==> src/core/ubti_cfg.svh <==
`ifndef UBTI_CFG_SVH
`define UBTI_CFG_SVH
// ----------------------------------------
// Register byte addresses
// ----------------------------------------
`define UBTI_ADR_MODE 8'h00
`define UBTI_ADR_STAT 8'h04
`define UBTI_ADR_TXD 8'h08
`define UBTI_ADR_RXD 8'h0c
`define UBTI_ADR_BRG 8'h10
// ----------------------------------------
// Reset values and masks
// ----------------------------------------
`define UBTI_MODE_RST 16'h0000
`define UBTI_MODE_WMASK 16'hbbff
`define UBTI_BRG_RST 16'h0000
// ----------------------------------------
// Field positions and codes
// ----------------------------------------
`define UBTI_STA_BRK 11
`define UBTI_STA_TXEN 10
`define UBTI_STA_RECEIVE_OVERRUN_FLAG 1
`define UBTI_PD_EVEN 2'h1
`define UBTI_PD_ODD 2'h2
`define UBTI_PD_NINE 2'h3
`define UBTI_PIN_RTS 2'h1
`define UBTI_PIN_CTS 2'h2
`define UBTI_PIN_BCLK 2'h3
// ----------------------------------------
// Timing counts in baud ticks and bits, auto-baud edge count, FIFO depth
// ----------------------------------------
`define UBTI_OSR_STD_LAST 4'hf
`define UBTI_OSR_HS_LAST 4'h3
`define UBTI_IR_PULSE 4'h3
`define UBTI_BRK_LAST 4'hb
`define UBTI_D8_LAST 4'h7
`define UBTI_D9_LAST 4'h8
`define UBTI_AB_EDGES 3'h4
`define UBTI_FIFO_DEPTH 3'h4
`endif

==> src/core/ubti_pkg.sv <==
package ubti_pkg;
  typedef enum logic [2:0] {
    TX_IDLE = 3'b000, TX_START = 3'b001, TX_DATA = 3'b010, TX_PAR = 3'b011, TX_STOP = 3'b100
  } ubti_tx_state_t;
  typedef enum logic [2:0] {
    RX_IDLE = 3'b000, RX_START = 3'b001, RX_DATA = 3'b010, RX_PAR = 3'b011, RX_STOP = 3'b100
  } ubti_rx_state_t;
  typedef struct packed {
    logic en;
    logic rsv14;
    logic idle_stop;
    logic infrared_codec_enable;
    logic rts_pin_mode_bit;
    logic rsv10;
    logic [1:0] pin_use;
    logic wake;
    logic loopback_select_bit;
    logic auto_baud_enable_bit;
    logic receive_polarity_invert;
    logic high_speed_baud_select;
    logic [1:0] pdsel;
    logic stop_count_select;
  } ubti_mode_t;
  typedef struct packed {
    logic parity_error_flag;
    logic framing_error_flag;
    logic [8:0] data;
  } ubti_rx_entry_t;
endpackage : ubti_pkg

==> src/core/ubti_top.sv <==
// Operation
// - Standard baud is clock/(16*(divisor+1))
// - High-speed baud is clock/(4*(divisor+1))
// - Divisor write clears the baud timer
// - Transmit enable raises irq two cycles later
// - 8-bit write loads shifter, starts without waiting for a tick
// - Enable after load starts output at once
// - 9-bit mode accepts only writes that select both low bytes
// - Break then sync: dummy, then 55h
// - Break is start, twelve zeros, stop
// - Reading receive data advances FIFO with flags
// - Infrared modes only in standard baud mode
// - Pin use 11 outputs the baud tick clock: 16x in standard, 4x in high-speed
// - Infrared enable encodes transmit, decodes receive
// - Module enable gives pins, else released
// - Idle-stop halts module during idle
// - RTS mode bit: simplex or flow control
// - Pin use field picks the driven pins
// - Wake on falling edge, clear on rise
// - Auto-baud measures 55h, then self-clears
// - Receive inversion makes low the idle level
// - Parity/data field selects frame format
// - Stop-count bit selects one or two
// - Loopback bit selects diagnostic mode
// - Ticks per bit: 4 high-speed, 16 standard
`include "ubti_cfg.svh"
module ubti_top (
  // Clock and reset
  input wire logic sys_clk,
  input wire logic rstn,
  // Wishbone slave
  input wire logic wb_cyc_i,
  input wire logic wb_stb_i,
  input wire logic wb_we_i,
  input wire logic [7:0] wb_adr_i,
  input wire logic [3:0] wb_sel_i,
  input wire logic [31:0] wb_dat_i,
  output logic [31:0] wb_dat_o,
  output logic wb_ack_o,
  // Power states
  input wire logic idle_mode,
  input wire logic sleep_mode,
  // Serial pins
  input wire logic serial_in_pin,
  input wire logic clear_to_send_pin_n,
  output logic serial_out_pin,
  output logic serial_out_oe,
  output logic request_to_send_pin_n,
  output logic request_to_send_oe,
  // Events
  output logic tx_irq,
  output logic rx_irq,
  output logic wake_irq
);
  // ----------------------------------------
  // Reset release and bus
  // ----------------------------------------
  logic [1:0] rst_sync_ff;
  logic rst_n;
  always_ff @(posedge sys_clk or negedge rstn)
  begin
    if (!rstn)
      rst_sync_ff <= 2'b00;
    else
      rst_sync_ff <= {rst_sync_ff[0], 1'b1};
  end
  assign rst_n = rst_sync_ff[1];

  ubti_pkg::ubti_mode_t mode_ff;
  ubti_pkg::ubti_rx_entry_t head;
  ubti_pkg::ubti_tx_state_t tx_st_ff;
  ubti_pkg::ubti_rx_state_t rx_st_ff;
  logic ack_ff, wr_ev, rd_ev, acc;
  logic [31:0] dat_ff;
  logic [15:0] div_ff, cnt_ff, ab_div;
  logic brk_ff, txen_ff, receive_overrun_flag_ff, te_q1_ff, te_q2_ff, hold_v_ff;
  logic [2:0] rx_cnt;
  logic run, tick, nine, par_en, ir_on, brg_wr, te_rise, ab_load;
  logic [3:0] osr_last;

  assign acc = wb_cyc_i && wb_stb_i;
  assign wr_ev = acc && ack_ff && wb_we_i;
  assign rd_ev = acc && ack_ff && !wb_we_i;
  assign wb_ack_o = ack_ff;
  assign wb_dat_o = dat_ff;
  assign run = mode_ff.en && !(mode_ff.idle_stop && idle_mode);
  assign nine = mode_ff.pdsel == `UBTI_PD_NINE;
  assign par_en = mode_ff.pdsel == `UBTI_PD_EVEN || mode_ff.pdsel == `UBTI_PD_ODD;
  assign ir_on = mode_ff.infrared_codec_enable && !mode_ff.high_speed_baud_select;
  assign osr_last = mode_ff.high_speed_baud_select ? `UBTI_OSR_HS_LAST : `UBTI_OSR_STD_LAST;
  assign brg_wr = wr_ev && wb_adr_i == `UBTI_ADR_BRG;
  assign te_rise = txen_ff && !te_q1_ff;

  always_ff @(posedge sys_clk or negedge rst_n)
  begin
    if (!rst_n)
    begin
      ack_ff <= 1'b0;
      dat_ff <= 32'h0;
    end
    else
    begin
      ack_ff <= acc && !ack_ff;
      if (acc && !ack_ff)
      begin
        case (wb_adr_i)
          `UBTI_ADR_MODE: dat_ff <= {16'h0, mode_ff};
          `UBTI_ADR_STAT: dat_ff <= {20'h0, brk_ff, txen_ff, hold_v_ff,
            tx_st_ff == ubti_pkg::TX_IDLE && !hold_v_ff, 3'h0,
            rx_st_ff == ubti_pkg::RX_IDLE, head.parity_error_flag, head.framing_error_flag, receive_overrun_flag_ff, rx_cnt != 3'h0};
          `UBTI_ADR_RXD: dat_ff <= {23'h0, head.data};
          `UBTI_ADR_BRG: dat_ff <= {16'h0, div_ff};
          default: dat_ff <= 32'h0;
        endcase
      end
    end
  end

  // ----------------------------------------
  // Control registers
  // ----------------------------------------
  logic ab_done, wake_clr, brk_done, rx_push, flush;
  logic [15:0] mode_wmask;
  assign mode_wmask = `UBTI_MODE_WMASK;
  assign flush = wr_ev && wb_adr_i == `UBTI_ADR_STAT && wb_sel_i[0] && receive_overrun_flag_ff
    && !wb_dat_i[`UBTI_STA_RECEIVE_OVERRUN_FLAG];
  always_ff @(posedge sys_clk or negedge rst_n)
  begin
    if (!rst_n)
      mode_ff <= `UBTI_MODE_RST;
    else
    begin
      if (wr_ev && wb_adr_i == `UBTI_ADR_MODE)
      begin
        if (wb_sel_i[0])
          mode_ff[7:0] <= wb_dat_i[7:0] & mode_wmask[7:0];
        if (wb_sel_i[1])
          mode_ff[15:8] <= wb_dat_i[15:8] & mode_wmask[15:8];
      end
      if (ab_done)
        mode_ff.auto_baud_enable_bit <= 1'b0;
      if (wake_clr)
        mode_ff.wake <= 1'b0;
    end
  end

  always_ff @(posedge sys_clk or negedge rst_n)
  begin
    if (!rst_n)
    begin
      brk_ff <= 1'b0;
      txen_ff <= 1'b0;
      receive_overrun_flag_ff <= 1'b0;
    end
    else
    begin
      if (wr_ev && wb_adr_i == `UBTI_ADR_STAT && wb_sel_i[1])
      begin
        brk_ff <= wb_dat_i[`UBTI_STA_BRK];
        txen_ff <= wb_dat_i[`UBTI_STA_TXEN];
      end
      if (brk_done)
        brk_ff <= 1'b0;
      if (flush)
        receive_overrun_flag_ff <= 1'b0;
      if (rx_push && rx_cnt == `UBTI_FIFO_DEPTH)
        receive_overrun_flag_ff <= 1'b1;
    end
  end

  // ----------------------------------------
  // Baud timer
  // ----------------------------------------
  // Counter runs from 0 up to the divisor, so one tick every divisor+1 clocks
  always_ff @(posedge sys_clk or negedge rst_n)
  begin
    if (!rst_n)
      div_ff <= `UBTI_BRG_RST;
    else if (brg_wr)
    begin
      if (wb_sel_i[0])
        div_ff[7:0] <= wb_dat_i[7:0];
      if (wb_sel_i[1])
        div_ff[15:8] <= wb_dat_i[15:8];
    end
    else if (ab_load)
      div_ff <= ab_div;
  end

  always_ff @(posedge sys_clk or negedge rst_n)
  begin
    if (!rst_n)
      cnt_ff <= 16'h0;
    else if (!run || brg_wr || ab_load || te_rise || cnt_ff == div_ff)
      cnt_ff <= 16'h0;
    else
      cnt_ff <= cnt_ff + 16'h1;
  end
  assign tick = run && cnt_ff == div_ff;

  // ----------------------------------------
  // Transmitter
  // ----------------------------------------
  logic [8:0] hold_ff, tsr_ff;
  logic tx_load, tx_wr, cts_ok, tx_end, brk_frm_ff, par_ff, stop2_ff, tx_bit;
  logic [3:0] tx_sub_ff, tx_n_ff;
  logic tx_irq_ff, tx_bit_ff;
  logic [1:0] pin_st_ff;
  assign cts_ok = mode_ff.pin_use != `UBTI_PIN_CTS || !pin_st_ff[1];
  assign tx_wr = wr_ev && wb_adr_i == `UBTI_ADR_TXD && wb_sel_i[0]
    && (!nine || wb_sel_i[1]);
  assign tx_load = tx_st_ff == ubti_pkg::TX_IDLE && hold_v_ff && txen_ff && run && cts_ok;
  assign tx_end = tick && tx_sub_ff == osr_last;
  assign brk_done = tx_st_ff == ubti_pkg::TX_STOP && tx_end && brk_frm_ff;

  always_ff @(posedge sys_clk or negedge rst_n)
  begin
    if (!rst_n)
    begin
      hold_ff <= 9'h0;
      hold_v_ff <= 1'b0;
    end
    else
    begin
      if (tx_load)
        hold_v_ff <= 1'b0;
      if (tx_wr && (!hold_v_ff || tx_load))
      begin
        hold_ff <= {nine & wb_dat_i[8], wb_dat_i[7:0]};
        hold_v_ff <= 1'b1;
      end
    end
  end

  always_ff @(posedge sys_clk or negedge rst_n)
  begin
    if (!rst_n)
    begin
      tx_st_ff <= ubti_pkg::TX_IDLE;
      tx_sub_ff <= 4'h0;
      tx_n_ff <= 4'h0;
      tsr_ff <= 9'h0;
      brk_frm_ff <= 1'b0;
      par_ff <= 1'b0;
      stop2_ff <= 1'b0;
    end
    else if (!txen_ff || !run)
      tx_st_ff <= ubti_pkg::TX_IDLE;
    else
    begin
      if (tx_load)
        tx_sub_ff <= 4'h0;
      else if (tick)
        tx_sub_ff <= tx_sub_ff == osr_last ? 4'h0 : tx_sub_ff + 4'h1;
      case (tx_st_ff)
        ubti_pkg::TX_IDLE:
          if (tx_load)
          begin
            tx_st_ff <= ubti_pkg::TX_START;
            tsr_ff <= hold_ff;
            brk_frm_ff <= brk_ff;
            par_ff <= (mode_ff.pdsel == `UBTI_PD_ODD) ^ (^hold_ff[7:0]);
          end
        ubti_pkg::TX_START:
          if (tx_end)
          begin
            tx_st_ff <= ubti_pkg::TX_DATA;
            tx_n_ff <= 4'h0;
          end
        ubti_pkg::TX_DATA:
          if (tx_end)
          begin
            tsr_ff <= {1'b0, tsr_ff[8:1]};
            tx_n_ff <= tx_n_ff + 4'h1;
            if (tx_n_ff == (brk_frm_ff ? `UBTI_BRK_LAST : nine ? `UBTI_D9_LAST : `UBTI_D8_LAST))
            begin
              tx_st_ff <= par_en && !brk_frm_ff ? ubti_pkg::TX_PAR : ubti_pkg::TX_STOP;
              stop2_ff <= mode_ff.stop_count_select && !brk_frm_ff;
            end
          end
        ubti_pkg::TX_PAR:
          if (tx_end)
          begin
            tx_st_ff <= ubti_pkg::TX_STOP;
          end
        ubti_pkg::TX_STOP:
          if (tx_end)
          begin
            stop2_ff <= 1'b0;
            if (!stop2_ff)
              tx_st_ff <= ubti_pkg::TX_IDLE;
          end
        default: tx_st_ff <= ubti_pkg::TX_IDLE;
      endcase
    end
  end

  always_comb
  begin
    case (tx_st_ff)
      ubti_pkg::TX_START: tx_bit = 1'b0;
      ubti_pkg::TX_DATA: tx_bit = !brk_frm_ff && tsr_ff[0];
      ubti_pkg::TX_PAR: tx_bit = par_ff;
      default: tx_bit = 1'b1;
    endcase
  end

  // Infrared pulse is the first ticks of each zero bit
  always_ff @(posedge sys_clk or negedge rst_n)
  begin
    if (!rst_n)
    begin
      tx_bit_ff <= 1'b1;
      te_q1_ff <= 1'b0;
      te_q2_ff <= 1'b0;
      tx_irq_ff <= 1'b0;
    end
    else
    begin
      tx_bit_ff <= ir_on ? !tx_bit && tx_sub_ff <= `UBTI_IR_PULSE : tx_bit;
      te_q1_ff <= txen_ff;
      te_q2_ff <= te_rise;
      tx_irq_ff <= te_q2_ff || tx_load;
    end
  end
  assign tx_irq = tx_irq_ff;

  // ----------------------------------------
  // Pin synchronisers and pin ownership
  // ----------------------------------------
  logic [1:0] s1_ff, s2_ff, s3_ff;
  logic bclk_ff;
  always_ff @(posedge sys_clk or negedge rst_n)
  begin
    if (!rst_n)
    begin
      s1_ff <= 2'b11;
      s2_ff <= 2'b11;
      s3_ff <= 2'b11;
      pin_st_ff <= 2'b11;
      bclk_ff <= 1'b0;
    end
    else
    begin
      s1_ff <= {clear_to_send_pin_n, serial_in_pin};
      s2_ff <= s1_ff;
      s3_ff <= s2_ff;
      pin_st_ff <= (s2_ff & ~(s2_ff ^ s3_ff)) | (pin_st_ff & (s2_ff ^ s3_ff));
      bclk_ff <= run && cnt_ff > {1'b0, div_ff[15:1]};
    end
  end

  // Pins not selected stay with the port latches
  assign serial_out_oe = mode_ff.en && txen_ff;
  assign serial_out_pin = tx_bit_ff;
  assign request_to_send_oe = mode_ff.en && mode_ff.pin_use != 2'h0;
  always_comb
  begin
    if (mode_ff.pin_use == `UBTI_PIN_BCLK)
      request_to_send_pin_n = bclk_ff;
    else if (mode_ff.rts_pin_mode_bit)
      request_to_send_pin_n = tx_st_ff == ubti_pkg::TX_IDLE && !hold_v_ff;
    else
      request_to_send_pin_n = rx_cnt == `UBTI_FIFO_DEPTH;
  end

  // ----------------------------------------
  // Receiver
  // ----------------------------------------
  logic lin, ir_dec, rx_in, rx_prev_ff, lin_prev_ff, mid, rpar_ff, wk_seen_ff;
  logic [3:0] ir_cnt_ff, rx_sub_ff, rx_n_ff;
  logic [8:0] rsr_ff, rdata;
  logic [2:0] ab_edges_ff;
  logic [23:0] ab_cnt_ff;
  ubti_pkg::ubti_rx_entry_t entry;
  assign lin = pin_st_ff[0] ^ mode_ff.receive_polarity_invert;
  assign ir_dec = lin && ir_cnt_ff == 4'h0;
  assign rx_in = mode_ff.loopback_select_bit ? tx_bit_ff : ir_on ? ir_dec : lin;
  assign mid = tick && rx_sub_ff == {1'b0, osr_last[3:1]};
  assign rdata = nine ? rsr_ff : {1'b0, rsr_ff[8:1]};
  assign entry.data = rdata;
  assign entry.framing_error_flag = !rx_in;
  assign entry.parity_error_flag = par_en && (rpar_ff ^ (mode_ff.pdsel == `UBTI_PD_ODD) ^ (^rdata[7:0]));
  assign rx_push = rx_st_ff == ubti_pkg::RX_STOP && mid;

  // Stretch each received pulse to a full bit of ticks
  always_ff @(posedge sys_clk or negedge rst_n)
  begin
    if (!rst_n)
      ir_cnt_ff <= 4'h0;
    else if (!lin)
      ir_cnt_ff <= osr_last;
    else if (tick && ir_cnt_ff != 4'h0)
      ir_cnt_ff <= ir_cnt_ff - 4'h1;
  end

  always_ff @(posedge sys_clk or negedge rst_n)
  begin
    if (!rst_n)
    begin
      rx_st_ff <= ubti_pkg::RX_IDLE;
      rx_prev_ff <= 1'b1;
      rx_sub_ff <= 4'h0;
      rx_n_ff <= 4'h0;
      rsr_ff <= 9'h0;
      rpar_ff <= 1'b0;
    end
    else
    begin
      rx_prev_ff <= rx_in;
      rx_sub_ff <= rx_st_ff == ubti_pkg::RX_IDLE ? 4'h0 :
        tick ? (rx_sub_ff == osr_last ? 4'h0 : rx_sub_ff + 4'h1) : rx_sub_ff;
      case (rx_st_ff)
        ubti_pkg::RX_IDLE:
          if (run && !mode_ff.auto_baud_enable_bit && rx_prev_ff && !rx_in && !flush)
            rx_st_ff <= ubti_pkg::RX_START;
        ubti_pkg::RX_START:
          if (mid)
          begin
            rx_st_ff <= rx_in ? ubti_pkg::RX_IDLE : ubti_pkg::RX_DATA;
            rx_n_ff <= 4'h0;
          end
        ubti_pkg::RX_DATA:
          if (mid)
          begin
            rsr_ff <= {rx_in, rsr_ff[8:1]};
            rx_n_ff <= rx_n_ff + 4'h1;
            if (rx_n_ff == (nine ? `UBTI_D9_LAST : `UBTI_D8_LAST))
              rx_st_ff <= par_en ? ubti_pkg::RX_PAR : ubti_pkg::RX_STOP;
          end
        ubti_pkg::RX_PAR:
          if (mid)
          begin
            rpar_ff <= rx_in;
            rx_st_ff <= ubti_pkg::RX_STOP;
          end
        ubti_pkg::RX_STOP:
          if (mid)
            rx_st_ff <= ubti_pkg::RX_IDLE;
        default: rx_st_ff <= ubti_pkg::RX_IDLE;
      endcase
      if (!run || flush)
        rx_st_ff <= ubti_pkg::RX_IDLE;
    end
  end

  ubti_rx_mem u_rx_mem (
    .sys_clk(sys_clk),
    .rst_n(rst_n),
    .flush(flush),
    .push(rx_push),
    .push_data(entry),
    .pop(rd_ev && wb_adr_i == `UBTI_ADR_RXD),
    .head_ff(head),
    .count_ff(rx_cnt)
  );

  // ----------------------------------------
  // Wake and auto-baud
  // ----------------------------------------
  // Divisor = cycles over eight bits / (8 * ticks per bit) - 1
  assign ab_div = mode_ff.high_speed_baud_select ? ab_cnt_ff[20:5] - 16'h1 : ab_cnt_ff[22:7] - 16'h1;
  assign ab_load = mode_ff.auto_baud_enable_bit && run && lin_prev_ff && !lin && ab_edges_ff == `UBTI_AB_EDGES;
  assign ab_done = ab_load;
  assign wake_clr = mode_ff.wake && wk_seen_ff && !lin_prev_ff && lin;
  always_ff @(posedge sys_clk or negedge rst_n)
  begin
    if (!rst_n)
    begin
      lin_prev_ff <= 1'b1;
      ab_edges_ff <= 3'h0;
      ab_cnt_ff <= 24'h0;
      wk_seen_ff <= 1'b0;
      rx_irq <= 1'b0;
      wake_irq <= 1'b0;
    end
    else
    begin
      lin_prev_ff <= lin;
      rx_irq <= rx_push && rx_cnt != `UBTI_FIFO_DEPTH;
      wake_irq <= mode_ff.wake && sleep_mode && lin_prev_ff && !lin;
      if (mode_ff.wake && sleep_mode && lin_prev_ff && !lin)
        wk_seen_ff <= 1'b1;
      else if (wake_clr || !mode_ff.wake)
        wk_seen_ff <= 1'b0;
      if (!mode_ff.auto_baud_enable_bit || ab_load)
      begin
        ab_edges_ff <= 3'h0;
        ab_cnt_ff <= 24'h0;
      end
      else
      begin
        if (ab_edges_ff != 3'h0)
          ab_cnt_ff <= ab_cnt_ff + 24'h1;
        if (run && lin_prev_ff && !lin)
          ab_edges_ff <= ab_edges_ff + 3'h1;
      end
    end
  end
endmodule : ubti_top

==> src/core/ubti_rx_mem.sv <==
`include "ubti_cfg.svh"
module ubti_rx_mem (
  // Clock and reset
  input wire logic sys_clk,
  input wire logic rst_n,
  // Write and read side
  input wire logic flush,
  input wire logic push,
  input wire ubti_pkg::ubti_rx_entry_t push_data,
  input wire logic pop,
  // Head and fill
  output ubti_pkg::ubti_rx_entry_t head_ff,
  output logic [2:0] count_ff
);
  ubti_pkg::ubti_rx_entry_t mem_ff [4];
  logic [1:0] wr_ptr_ff;
  logic [1:0] rd_ptr_ff;
  logic [1:0] rd_next;
  logic do_push;
  logic do_pop;
  logic bypass;

  assign do_pop = pop && (count_ff != 3'h0);
  assign do_push = push && (count_ff != `UBTI_FIFO_DEPTH);
  assign rd_next = do_pop ? rd_ptr_ff + 2'h1 : rd_ptr_ff;
  // New entry lands at the head when nothing older stays in front of it
  assign bypass = do_push && (count_ff == (do_pop ? 3'h1 : 3'h0));

  always_ff @(posedge sys_clk)
  begin
    if (do_push)
      mem_ff[wr_ptr_ff] <= push_data;
  end

  always_ff @(posedge sys_clk or negedge rst_n)
  begin
    if (!rst_n)
    begin
      wr_ptr_ff <= 2'h0;
      rd_ptr_ff <= 2'h0;
      count_ff <= 3'h0;
      head_ff <= '0;
    end
    else if (flush)
    begin
      wr_ptr_ff <= 2'h0;
      rd_ptr_ff <= 2'h0;
      count_ff <= 3'h0;
      head_ff <= '0;
    end
    else
    begin
      if (do_push)
        wr_ptr_ff <= wr_ptr_ff + 2'h1;
      rd_ptr_ff <= rd_next;
      count_ff <= 3'(count_ff + {2'b0, do_push} - {2'b0, do_pop});
      head_ff <= bypass ? push_data : mem_ff[rd_next];
    end
  end
endmodule : ubti_rx_mem

==> config.mk <==
export PLATFORM = sky130hd
export DESIGN_NAME = ubti_top
export DESIGN_NICKNAME = d
export VERILOG_FILES = /design/src/core/ubti_pkg.sv /design/src/core/ubti_top.sv /design/src/core/ubti_rx_mem.sv
export VERILOG_INCLUDE_DIRS = /design/src /design/src/core
export SDC_FILE = /design/constraint.sdc
export NUM_CORES = 1
export LEC_CHECK = 0
export BUFFER_PORTS_ARGS = -buffer_cell sky130_fd_sc_hd__buf_2
export CORE_ASPECT_RATIO = 0.7
export CORE_MARGIN = 2
export CORE_UTILIZATION = 30
export DETAILED_ROUTE_END_ITERATION = 16
export MAX_ROUTING_LAYER = met4
export PLACE_DENSITY = 0.51
export SLEW_MARGIN = 10
export SYNTH_ARGS = -nofsm -noshare
export SYNTH_HDL_FRONTEND = slang
export SYNTH_SLANG_ARGS = --single-unit
export TNS_END_PERCENT = 100
==> constraint.sdc <==
create_clock -name sys_clk -period 14.1 [get_ports sys_clk]
set_input_delay 0.705 -clock sys_clk [delete_from_list [all_inputs] [get_ports sys_clk]]
set_output_delay 0.705 -clock sys_clk [all_outputs]
set_load 0.01 [all_outputs]
After elaboration in Yosys (flattened, before gate mapping)
Memory sizes are Yosys's and may differ from the RTL's.
Index checks and enable logic that the tools add are counted.
{"block": "totals", "register_bits": 205, "ramBits": 44, "input_bits": 53, "output_inout_bits": 40, "word_cells": 358, "n_memories": 1}
{"name": "u_rx_mem.mem_ff", "depth": 4, "width": 11, "read_ports": 1, "rd_ports_with_merged_regs": 0, "wr": 1, "line": "ubti_rx_mem.sv:15", "rtl": "ubti_pkg::ubti_rx_entry_t mem_ff [4];"}
{"block": "classes", "n_addsub": 14, "magnitude_cmp": 2, "n_eq_ne": 50, "mux": 84, "n_bitwise": 11, "n_reduce_logical": 138}
{"cell": "$mux W16", "count": 4}
{"cell": "$pmux W16 S4", "count": 1}
{"cell": "$logic_and A1 B1 Y1", "count": 62}
{"cell": "$mux W3", "count": 20}
{"cell": "$mux W4", "count": 15}
{"cell": "$mux W24", "count": 2}
{"cell": "$reduce_bool A2 Y1", "count": 19}
{"cell": "$mux W8", "count": 4}
{"cell": "$sub A16 B1 Y16 const B", "count": 2}
{"cell": "$ne A3 B3 Y1 const B", "count": 10}
{"cell": "$pmux W3 S5", "count": 2}
{"cell": "$mux W9", "count": 3}
{"cell": "$add A24 B1 Y24 const B", "count": 1}
{"cell": "$mux W11", "count": 2}
{"cell": "$mux W1", "count": 21}
{"cell": "$ne A2 B2 Y1 const B", "count": 10}
{"cell": "$logic_not A1 Y1", "count": 19}
{"cell": "$pmux W9 S2", "count": 1}
{"cell": "$reduce_and A2 Y1", "count": 9}
{"cell": "$add A16 B1 Y16 const B", "count": 1}
{"cell": "$add A4 B1 Y4 const B", "count": 4}
{"cell": "$eq A16 B16 Y1", "count": 1}
{"cell": "$eq A4 B4 Y1", "count": 4}
{"cell": "$eq A8 B4 Y1 const B", "count": 2}
{"cell": "42 further kinds", "count": 80}

Longest topological paths before layout
Gate-level depths: netlist of the first run.
{"block": "depth", "ltp_word": 12, "depth_mapped": 13, "ltp_nobuf": 11}

Modules after synthesis
From an unflattened synthesis of the first run, not the netlist that was laid out.
{"block": "hier_totals", "hier_cells": 1202, "hier_area_um2": 12675.9}
{"module": "ubti_top", "n_inst": 1, "cells_per_inst": 991, "area_each_um2": 9788.1, "seq_area_each_um2": 4267.8}
{"module": "ubti_rx_mem", "n_inst": 1, "cells_per_inst": 211, "area_each_um2": 2887.8, "seq_area_each_um2": 1771.7}

Worst setup path before layout of the first run
OpenSTA, ideal clock, no wires.
{"block": "synth_timing", "path_kind": "input to register", "from": "input wb_adr_i[4]", "to": "register u_rx_mem.count_ff[2]", "setup_time_ns": 0.137, "arrival_time_ns": 2.982, "required_time_ns": 13.963, "slack_ns": 10.981, "path_stages": 13, "path_buffers": 2, "path_cell_list": "buf_4 nor4b_2 and3_1 clkbuf_1 and4b_1 ha_1 inv_1 ha_1 inv_1 fa_1 xor2_1 xnor2_1 nor2_1"}
{"block": "synth_via", "elab_chain_len": 6, "word_cells_on_any_way": 10, "classes_between": "add/sub (1); eq/ne (2); mux (1); reduce/logical (6)"}
{"item": "start: declaration", "line": "ubti_top.sv:35", "rtl": "input wire logic [7:0] wb_adr_i,"}
{"item": "parallel branches: the longest is 5 deep, another holds $sub A3 B1 Y3"}
{"item": "$mux W3 (*)", "line": "ubti_rx_mem.sv:44", "rtl": "else if (flush)"}
{"item": "end signal: assignment", "line": "ubti_rx_mem.sv:56", "rtl": "count_ff <= 3'(count_ff + {2'b0, do_push} - {2'b0, do_pop});"}
{"item": "end: declaration", "line": "ubti_rx_mem.sv:13", "rtl": "output logic [2:0] count_ff"}
Mark *: on every way between the ends.
A chain may end at the register's enable or synchronous reset.

Worst setup path in the final report of the first run
{"block": "layout_timing", "from": "register div_ff[6]", "to": "register u_rx_mem.count_ff[2]"}
{"block": "layout_via", "elab_chain_len": 8}
{"item": "start: declaration", "line": "ubti_top.sv:75", "rtl": "logic [15:0] div_ff, cnt_ff, ab_div;"}
{"item": "start signal: assignment", "line": "ubti_top.sv:178", "rtl": "div_ff <= `UBTI_BRG_RST;"}
{"item": "start signal: assignment", "line": "ubti_top.sv:182", "rtl": "div_ff[7:0] <= wb_dat_i[7:0];"}
{"item": "start signal: assignment", "line": "ubti_top.sv:187", "rtl": "div_ff <= ab_div;"}
{"item": "$eq A16 B16 Y1", "line": "ubti_top.sv:199", "rtl": "assign tick = run && cnt_ff == div_ff;"}
{"item": "$logic_and A1 B1 Y1", "line": "ubti_top.sv:199"}
{"item": "$logic_and A1 B1 Y1", "line": "ubti_top.sv:379", "rtl": "assign mid = tick && rx_sub_ff == {1'b0, osr_last[3:1]};"}
{"item": "$logic_and A1 B1 Y1", "line": "ubti_top.sv:384", "rtl": "assign rx_push = rx_st_ff == ubti_pkg::RX_STOP && mid;"}
{"item": "$logic_and A1 B1 Y1", "line": "ubti_rx_mem.sv:24", "rtl": "assign do_push = push && (count_ff != `UBTI_FIFO_DEPTH);"}
{"item": "net u_rx_mem.do_push", "line": "ubti_rx_mem.sv:19", "rtl": "logic do_push;"}
{"item": "$add A3 B1 Y3", "line": "ubti_rx_mem.sv:56"}
{"item": "$sub A3 B1 Y3", "line": "ubti_rx_mem.sv:56"}
{"item": "$mux W3", "line": "ubti_rx_mem.sv:44"}
The timed path passes the listed nets, and every way through them passes these cells.

==> out/qor.json, run 1 <==
{
  "timing": {
    "layout_worst_path_cycle_share_pct": 27.4,
    "rsz0062_at_grt": "no",
    "tightestPinTransition_ns": 0.949,
    "min_period_ns": 3.87,
    "max_clock_freq_ghz": 0.259,
    "timing.hold.ws_ns": 0.255,
    "hold_violations_final": 0,
    "final_max_slew_viol_count": 0,
    "setup_viol": 0,
    "fin_worst_skew_ns": 0.0142,
    "max_transition_margin_pct": 36.7,
    "tns_ns": 0
  },
  "clock_network": {
    "cts_post_setup_buffers_inserted": 0,
    "htreeDepth": 1,
    "clockBufferDepth": 3,
    "clockRootBuffer": "clkbuf_16",
    "clkSinkCount": 232,
    "cts_inserted_buffers": 27,
    "clk_latency_ns": 0.55,
    "clock_transition_at_the_register_clock_pins_on_the_worst_setup_and_hold_paths_after_cts_ns": 0.06,
    "cts_tree": "done"
  },
  "pwr": {
    "ir_drop_mv": 0.0652,
    "power.density_mw_per_mm2": 103,
    "totalPowerFinal_w": 0.00149,
    "cellLeakagePower_nw": 6.25
  },
  "logic_synthesis": {
    "synth-seq-area-share_pct": 47.3,
    "synthAdderAreaFrac_pct": 3.65,
    "largest_family_of_logic_cells_by_synthesized_area": "simple AND/OR/NAND/NOR gates",
    "compound_gate_fraction_of_synth_area_pct": 12.6,
    "synth-async-reset-ratio_pct": 81.0,
    "yosys_register_bits": 232,
    "post_synth_xor_area_fraction_pct": 6.38,
    "postSynthAreaPerCell_um2": 10.2,
    "yosys_warnings": 0,
    "synthFlopType": "dfrtp_1",
    "post_synth_mux_area_share_pct": 7.92,
    "synth_cell_types": 85,
    "post_synth_and_or_nand_nor_area_fraction_pct": 17.9,
    "synthesis.instances": 1257,
    "mappedNetlistArea_mm2": 0.0128,
    "number_of_synthesized_flops_with_an_enable_pin": 44
  },
  "critical_path": {
    "endpoint_kind": "flop",
    "crit_arrival_ns": 4.28,
    "critical_path_buf_inv_count": 1,
    "critPathTopFamily": "simple AND/OR/NAND/NOR gates",
    "critical_path_cell_count": 11,
    "crit_type": "flop to flop",
    "cpMaxStageDelayCell": "and4_1",
    "r2r_setup_slack_ns": 10.23,
    "path_max_fanout": 16,
    "slowest_delay_ns": 0.79,
    "worstPathCellList": "xor2_1, nor4_1, and4_1, nand4_1, nor2_1, ha_1, inv_1, fa_1, xor2_1, xnor2_1, nor2_1",
    "rr_worst_depth": 11,
    "r2r_start": "div_ff[6]$_DFFE_PN0P_",
    "cp.required_ns": 14.51,
    "crit_path_start": "div_ff[6]$_DFFE_PN0P_",
    "r2r-end": "u_rx_mem.count_ff[2]$_DFF_PN0_",
    "timing.critical_path.from_type": "flop",
    "crit_path_end": "u_rx_mem.count_ff[2]$_DFF_PN0_"
  },
  "cells_and_area": {
    "multi_input_comb_area_mm2": 0.00626,
    "area_delta_synth_final_pct": 13.8,
    "final_nets": 1382,
    "final_core_util_pct": 34.5,
    "post_route_standard_cell_area_excluding_fillers_mm2": 0.0145,
    "final_layout_size_suffix_gt1_share_pct": 16.0,
    "filler_cell_count": 4209,
    "mostFrequentLayoutCells": "dfrtp_1 (176), nand2_1 (133), nor2_1 (91)",
    "seqCellArea_mm2": 0.00604,
    "layout_commonest_cell": "dfrtp_1"
  },
  "floorplan": {
    "count_of_standard_cell_rows": 63,
    "die_height_um": 177,
    "top_level_ports": 93,
    "die-width_um": 251,
    "placeableCoreArea_mm2": 0.0422,
    "die_area_mm2": 0.0442,
    "start_util_pct": 30.3
  },
  "global_route": {
    "global_route.peak_usage_layer": "met1",
    "grt.met1_usage_pct": 25.1,
    "grt_first_pass_wirelength_um": 54600,
    "initial_antenna_violation_count": 1,
    "globalRouteMet2Util_pct": 22.7,
    "globalRouteTotalUtil_pct": 16.5,
    "number_of_global_route_vias_before_repair": 9043,
    "grtUsageMet3_pct": 2.67,
    "grt_max_degree": 71,
    "grt_overflow_total": 0
  },
  "route": {
    "violation_count_after_the_first_detailed_routing_iteration": 822,
    "detailroute.via_count": 9622,
    "final_routed_wirelength_across_all_metal_layers_um": 35300,
    "detail_route.vias_per_cell": 5.15,
    "wl_per_cell_um": 18.9,
    "dr.pass1.iters": 5,
    "detail-route-antenna-nets": 0,
    "remaining_drc_errors": 0
  },
  "placed_design": {
    "dpl_cell_area_mm2": 0.0135,
    "place.port_buffers": 58,
    "finalWeightedCongestion": 0.870,
    "hpwl_um": 25600
  },
  "run_status": {
    "outcome": "completed"
  },
  "run": {
    "cap_violations": 0
  },
  "worst_hold_path": {
    "holdCritPathClass": "input pin to flop"
  }
}
-- final cells by class --
| type | instances | area share (%) |
|---|---|---|
| diodes | 2 | 0.0344 |
| inverters | 42 | 1.08 |
| clock buffers | 39 | 5.67 |
| clock inverters | 10 | 1.03 |
| well taps | 552 | 4.75 |
| repair buffers | 72 | 2.74 |
| flip-flops and latches | 232 | 41.6 |
| multi-input cells | 919 | 43.1 |
-- synth_stat cells, types with 5 or more instances --
cell type | number | area share, %
nor2_1 | 91 | 2.7
o221a_2 | 10 | 0.88
o22ai_1 | 6 | 0.29
nand2_1 | 133 | 3.9
nand4_1 | 17 | 0.83
or3_1 | 14 | 0.69
nor3_1 | 31 | 1.2
o21ai_0 | 61 | 2.4
and4_1 | 6 | 0.41
nor2b_1 | 19 | 0.93
inv_1 | 42 | 1.2
xnor2_1 | 40 | 2.7
a22o_1 | 6 | 0.41
dfstp_2 | 11 | 2.3
a21oi_1 | 50 | 2.0
a31oi_1 | 11 | 0.54
nand3_1 | 38 | 1.5
and3_1 | 20 | 0.98
nand2b_1 | 8 | 0.39
or2_2 | 6 | 0.29
nor3b_1 | 8 | 0.47
mux2i_1 | 56 | 4.4
dfrtp_1 | 177 | 35
or3b_2 | 5 | 0.34
a311oi_1 | 10 | 0.69
and2_1 | 10 | 0.49
a222oi_1 | 6 | 0.47
buf_2 | 13 | 0.51
a2bb2oi_1 | 12 | 0.82
buf_4 | 19 | 1.1
nor4_1 | 11 | 0.54
xor2_1 | 53 | 3.6
o31ai_1 | 13 | 0.76
edfxtp_1 | 44 | 10
a21boi_0 | 6 | 0.35
ha_1 | 34 | 3.3
clkbuf_1 | 44 | 1.3
o211ai_1 | 5 | 0.29
mux2_2 | 40 | 3.5
-- where the power goes --
part / internal, W / leakage, nW / switching [W]
Sequential: 0.000687 / 3.03 / 0.00000693
Clock: 0.000476 / 0.490 / 0.000287
Combinational: 0.00000979 / 2.73 / 0.0000272
-- stage by stage --
stage,std cells,worst slack (ns)
after floorplan,1272,8.49
after global placement,1816,10.34
after detailed placement,1816,10.28
after CTS,1866,10.27
after global routing,1867,9.88
final,1868,10.23
-- layer usage --
layer	up-vias	share of wire [%]
met4	0	2.0
met3	44	5.3
met2	233	41
met5	-	0
li1	4571	-
met1	4774	51
-- kinds of logic (layout without fill, tap and decap cells) --
| family | count (synthesis) | in the layout |
|---|---|---|
| AO/OA/AOI/OAI | 232 | 232 |
| other | 2 | 19 |
| adder cells (fa/ha/maj) | 37 | 37 |
| flip-flops | 232 | 232 |
| buffers and inverters | 121 | 163 |
| multiplexers | 96 | 96 |
| XOR/XNOR | 93 | 93 |
| AND/OR/NAND/NOR | 444 | 444 |
-- worst min path at each step --
stage,startpoint,endpoint,cells after the start
2_1_floorplan,rst_sync_ff[0]$_DFF_PN0_,rst_sync_ff[1]$_DFF_PN0_,0
5_1_grt,serial_in_pin,s1_ff[0]$_DFF_PN1_,1
4_1_cts,serial_in_pin,s1_ff[0]$_DFF_PN1_,1
3_3_place_gp,rst_sync_ff[0]$_DFF_PN0_,rst_sync_ff[1]$_DFF_PN0_,0
6_report,serial_in_pin,s1_ff[0]$_DFF_PN1_,1
3_5_place_dp,rst_sync_ff[0]$_DFF_PN0_,rst_sync_ff[1]$_DFF_PN0_,0
-- worst register-to-register path, delay by kind of cell (launching register included) --
family,cells,cell delay [ns]
XOR/XNOR,3,0.48
adder cells (fa/ha/maj),2,0.56
flip-flops,1,0.46
buffers and inverters,1,0.05
AND/OR/NAND/NOR,5,2.17
-- timing repair --
action | in CTS | in global routing
endpoints found under the hold margin | 2 | 0
endpoints found under the setup margin | 0 | 0
resized for setup | 0 | 0
hold buffers | 1 | 0
-- state kept, by name, indices dropped and copies added, names as in the netlist, 9 cells and up, named ones only --
| signal | flops |
|---|---|
| u_rx_mem.mem_ff | 44 |
| ab_cnt_ff | 23 |
| cnt_ff | 16 |
| div_ff | 16 |
| wb_dat_o | 16 |
| mode_ff | 14 |
| u_rx_mem.head_ff | 11 |
| hold_ff | 9 |
| rsr_ff | 9 |
| tsr_ff | 9 |
Power figures use the tool's default switching activity.
==> run 2, diff against run 1 <==
- clock period: 14.1 -> 3.7 ns (I/O delays scaled with it)
==> out/qor.json, run 2 (synthesized netlist as in run 1, its figures left out) <==
{
  "run": {
    "cap_violations": 0
  },
  "clock_network": {
    "clk_latency_ns": 0.55,
    "clkSinkCount": 232,
    "htreeDepth": 1,
    "cts_hold_repair.buffers": 21,
    "clockBufferDepth": 3,
    "cts_inserted_buffers": 26,
    "cts_post_setup_buffers_inserted": 0,
    "clockRootBuffer": "clkbuf_16",
    "clock_transition_at_the_register_clock_pins_on_the_worst_setup_and_hold_paths_after_cts_ns": 0.06,
    "cts_tree": "done",
    "postCtsResizedCells": 0
  },
  "critical_path": {
    "worstPathCellList": "xor2_1, nor4_1, and4_1, buf_4, and4_1, and3_1",
    "critPathTopFamily": "simple AND/OR/NAND/NOR gates",
    "cp.required_ns": 3.87,
    "endpoint_kind": "flop",
    "path_max_fanout": 15,
    "critical_path_buf_inv_count": 1,
    "critical-path-top-cell-by-count": "and4_1",
    "crit_arrival_ns": 3.19,
    "crit_type": "flop to flop",
    "cpMaxStageDelayCell": "and3_1",
    "slowest_delay_ns": 0.63,
    "timing.critical_path.from_type": "flop"
  },
  "timing": {
    "max_clock_freq_ghz": 0.331,
    "max_transition_margin_pct": 23.5,
    "final_max_slew_viol_count": 0,
    "setup_viol": 0,
    "timing.hold.ws_ns": 0.0648,
    "min_period_ns": 3.02,
    "fin_worst_skew_ns": 0.0172,
    "tightestPinTransition_ns": 1.13,
    "tns_ns": 0,
    "layout_worst_path_cycle_share_pct": 81.6,
    "rsz0062_at_grt": "no",
    "hold_violations_final": 0
  },
  "worst_hold_path": {
    "holdCritPathClass": "input pin to flop"
  },
  "route": {
    "wl_per_cell_um": 18.7,
    "detail_route.vias_per_cell": 5.10,
    "violation_count_after_the_first_detailed_routing_iteration": 936,
    "detail-route-antenna-nets": 0,
    "remaining_drc_errors": 0,
    "dr.pass1.iters": 8,
    "detailroute.via_count": 9683,
    "final_routed_wirelength_across_all_metal_layers_um": 35600
  },
  "floorplan": {
    "die_area_mm2": 0.0442,
    "count_of_standard_cell_rows": 63,
    "top_level_ports": 93,
    "placeableCoreArea_mm2": 0.0422,
    "start_util_pct": 30.3,
    "die_height_um": 177,
    "die-width_um": 251
  },
  "cells_and_area": {
    "largest_registers": "u_rx_mem.mem_ff x44, ab_cnt_ff x23",
    "top_register": "u_rx_mem.mem_ff",
    "final_nets": 1414,
    "largest_reg_flops": 44,
    "area_delta_synth_final_pct": 16.1,
    "final_layout_size_suffix_gt1_share_pct": 16.2,
    "layout_commonest_cell": "dfrtp_1",
    "mostFrequentLayoutCells": "dfrtp_1 (176), nand2_1 (133), nor2_1 (91)"
  },
  "pwr": {
    "power.density_mw_per_mm2": 381,
    "cellLeakagePower_nw": 6.38,
    "ir_drop_mv": 0.360
  },
  "run_status": {
    "outcome": "completed"
  },
  "global_route": {
    "globalRouteTotalUtil_pct": 16.7,
    "grt_overflow_total": 0,
    "number_of_global_route_vias_before_repair": 9306,
    "initial_antenna_violation_count": 2,
    "grt_max_degree": 57,
    "grt_first_pass_wirelength_um": 55800
  },
  "placed_design": {
    "place.port_buffers": 58,
    "finalWeightedCongestion": 0.895,
    "hpwl_um": 26200
  }
}
-- run 2: path summary, 6_finish.rpt --
path | startpoint | end | slack, ns | depth (start not counted)
worst max-delay path | div_ff[6]$_DFFE_PN0P_ | u_rx_mem.mem_ff[3][0]$_DFFE_PP_ | 0.68 | 6
worst min-delay path | wb_sel_i[1] | txen_ff$_DFFE_PN0P_ | 0.06 | 3
worst max register to register | div_ff[6]$_DFFE_PN0P_ | u_rx_mem.mem_ff[3][0]$_DFFE_PP_ | 0.68 | 6
worst min register to register | rst_sync_ff[1]$_DFF_PN0_ | ab_cnt_ff[6]$_DFFE_PN0P_ | 0.25 | 0
max in group asynchronous | rst_sync_ff[1]$_DFF_PN0_ | wb_dat_o[13]$_DFFE_PN0P_ | 2.54 | 1
min in group asynchronous | rst_sync_ff[1]$_DFF_PN0_ | ab_cnt_ff[6]$_DFFE_PN0P_ | 0.25 | 0
-- run 2: metrics by stage --
stage | total power [W] | utilization, % | cell area, um^2 | cells | setup slack (ns)
global placement | 0.00284 | 32.4 | 13700 | 1829 | 0.683
CTS | 0.00572 | 35.1 | 14800 | 1898 | 0.656
global route | 0.00584 | 35.1 | 14800 | 1899 | 0.475
finish | 0.00565 | 35.1 | 14800 | 1899 | 0.679
floorplan | 0.00277 | - | 12800 | 1272 | 0.609
detailed placement | 0.00284 | 32.4 | 13700 | 1829 | 0.686
-- run 2: worst min-delay path, stage by stage --
cell     delay, ns
buf_2         0.12
nand3_1       0.11
mux2_2        0.16
-- run 2: routing by layer --
metal	vias to the layer above	track usage [%]	part of all wire [%]	wire length [um]
li1	4636	-	-	-
met1	4771	25.0	51	18100
met2	238	23.6	42	14900
met3	38	3.10	5.7	2010
met4	0	3.02	1.7	592
met5	-	-	0	0
-- run 2: where the power goes --
group	total [W]	switching (W)	internal, W
Combinational	0.000173	0.000118	0.0000549
Clock	0.00284	0.00109	0.00176
Sequential	0.00264	0.0000175	0.00262
-- run 2: final cells by class --
| class | instances | area [um^2] |
|---|---|---|
| clock inverter | 5 | 100 |
| sequential | 232 | 6040 |
| inverter | 42 | 158 |
| fill | 4208 | 27400 |
| clock buffer | 43 | 846 |
| timing repair buffer | 105 | 721 |
| multi-input combinational | 919 | 6260 |
| tap | 552 | 691 |
| antenna | 1 | 2.50 |
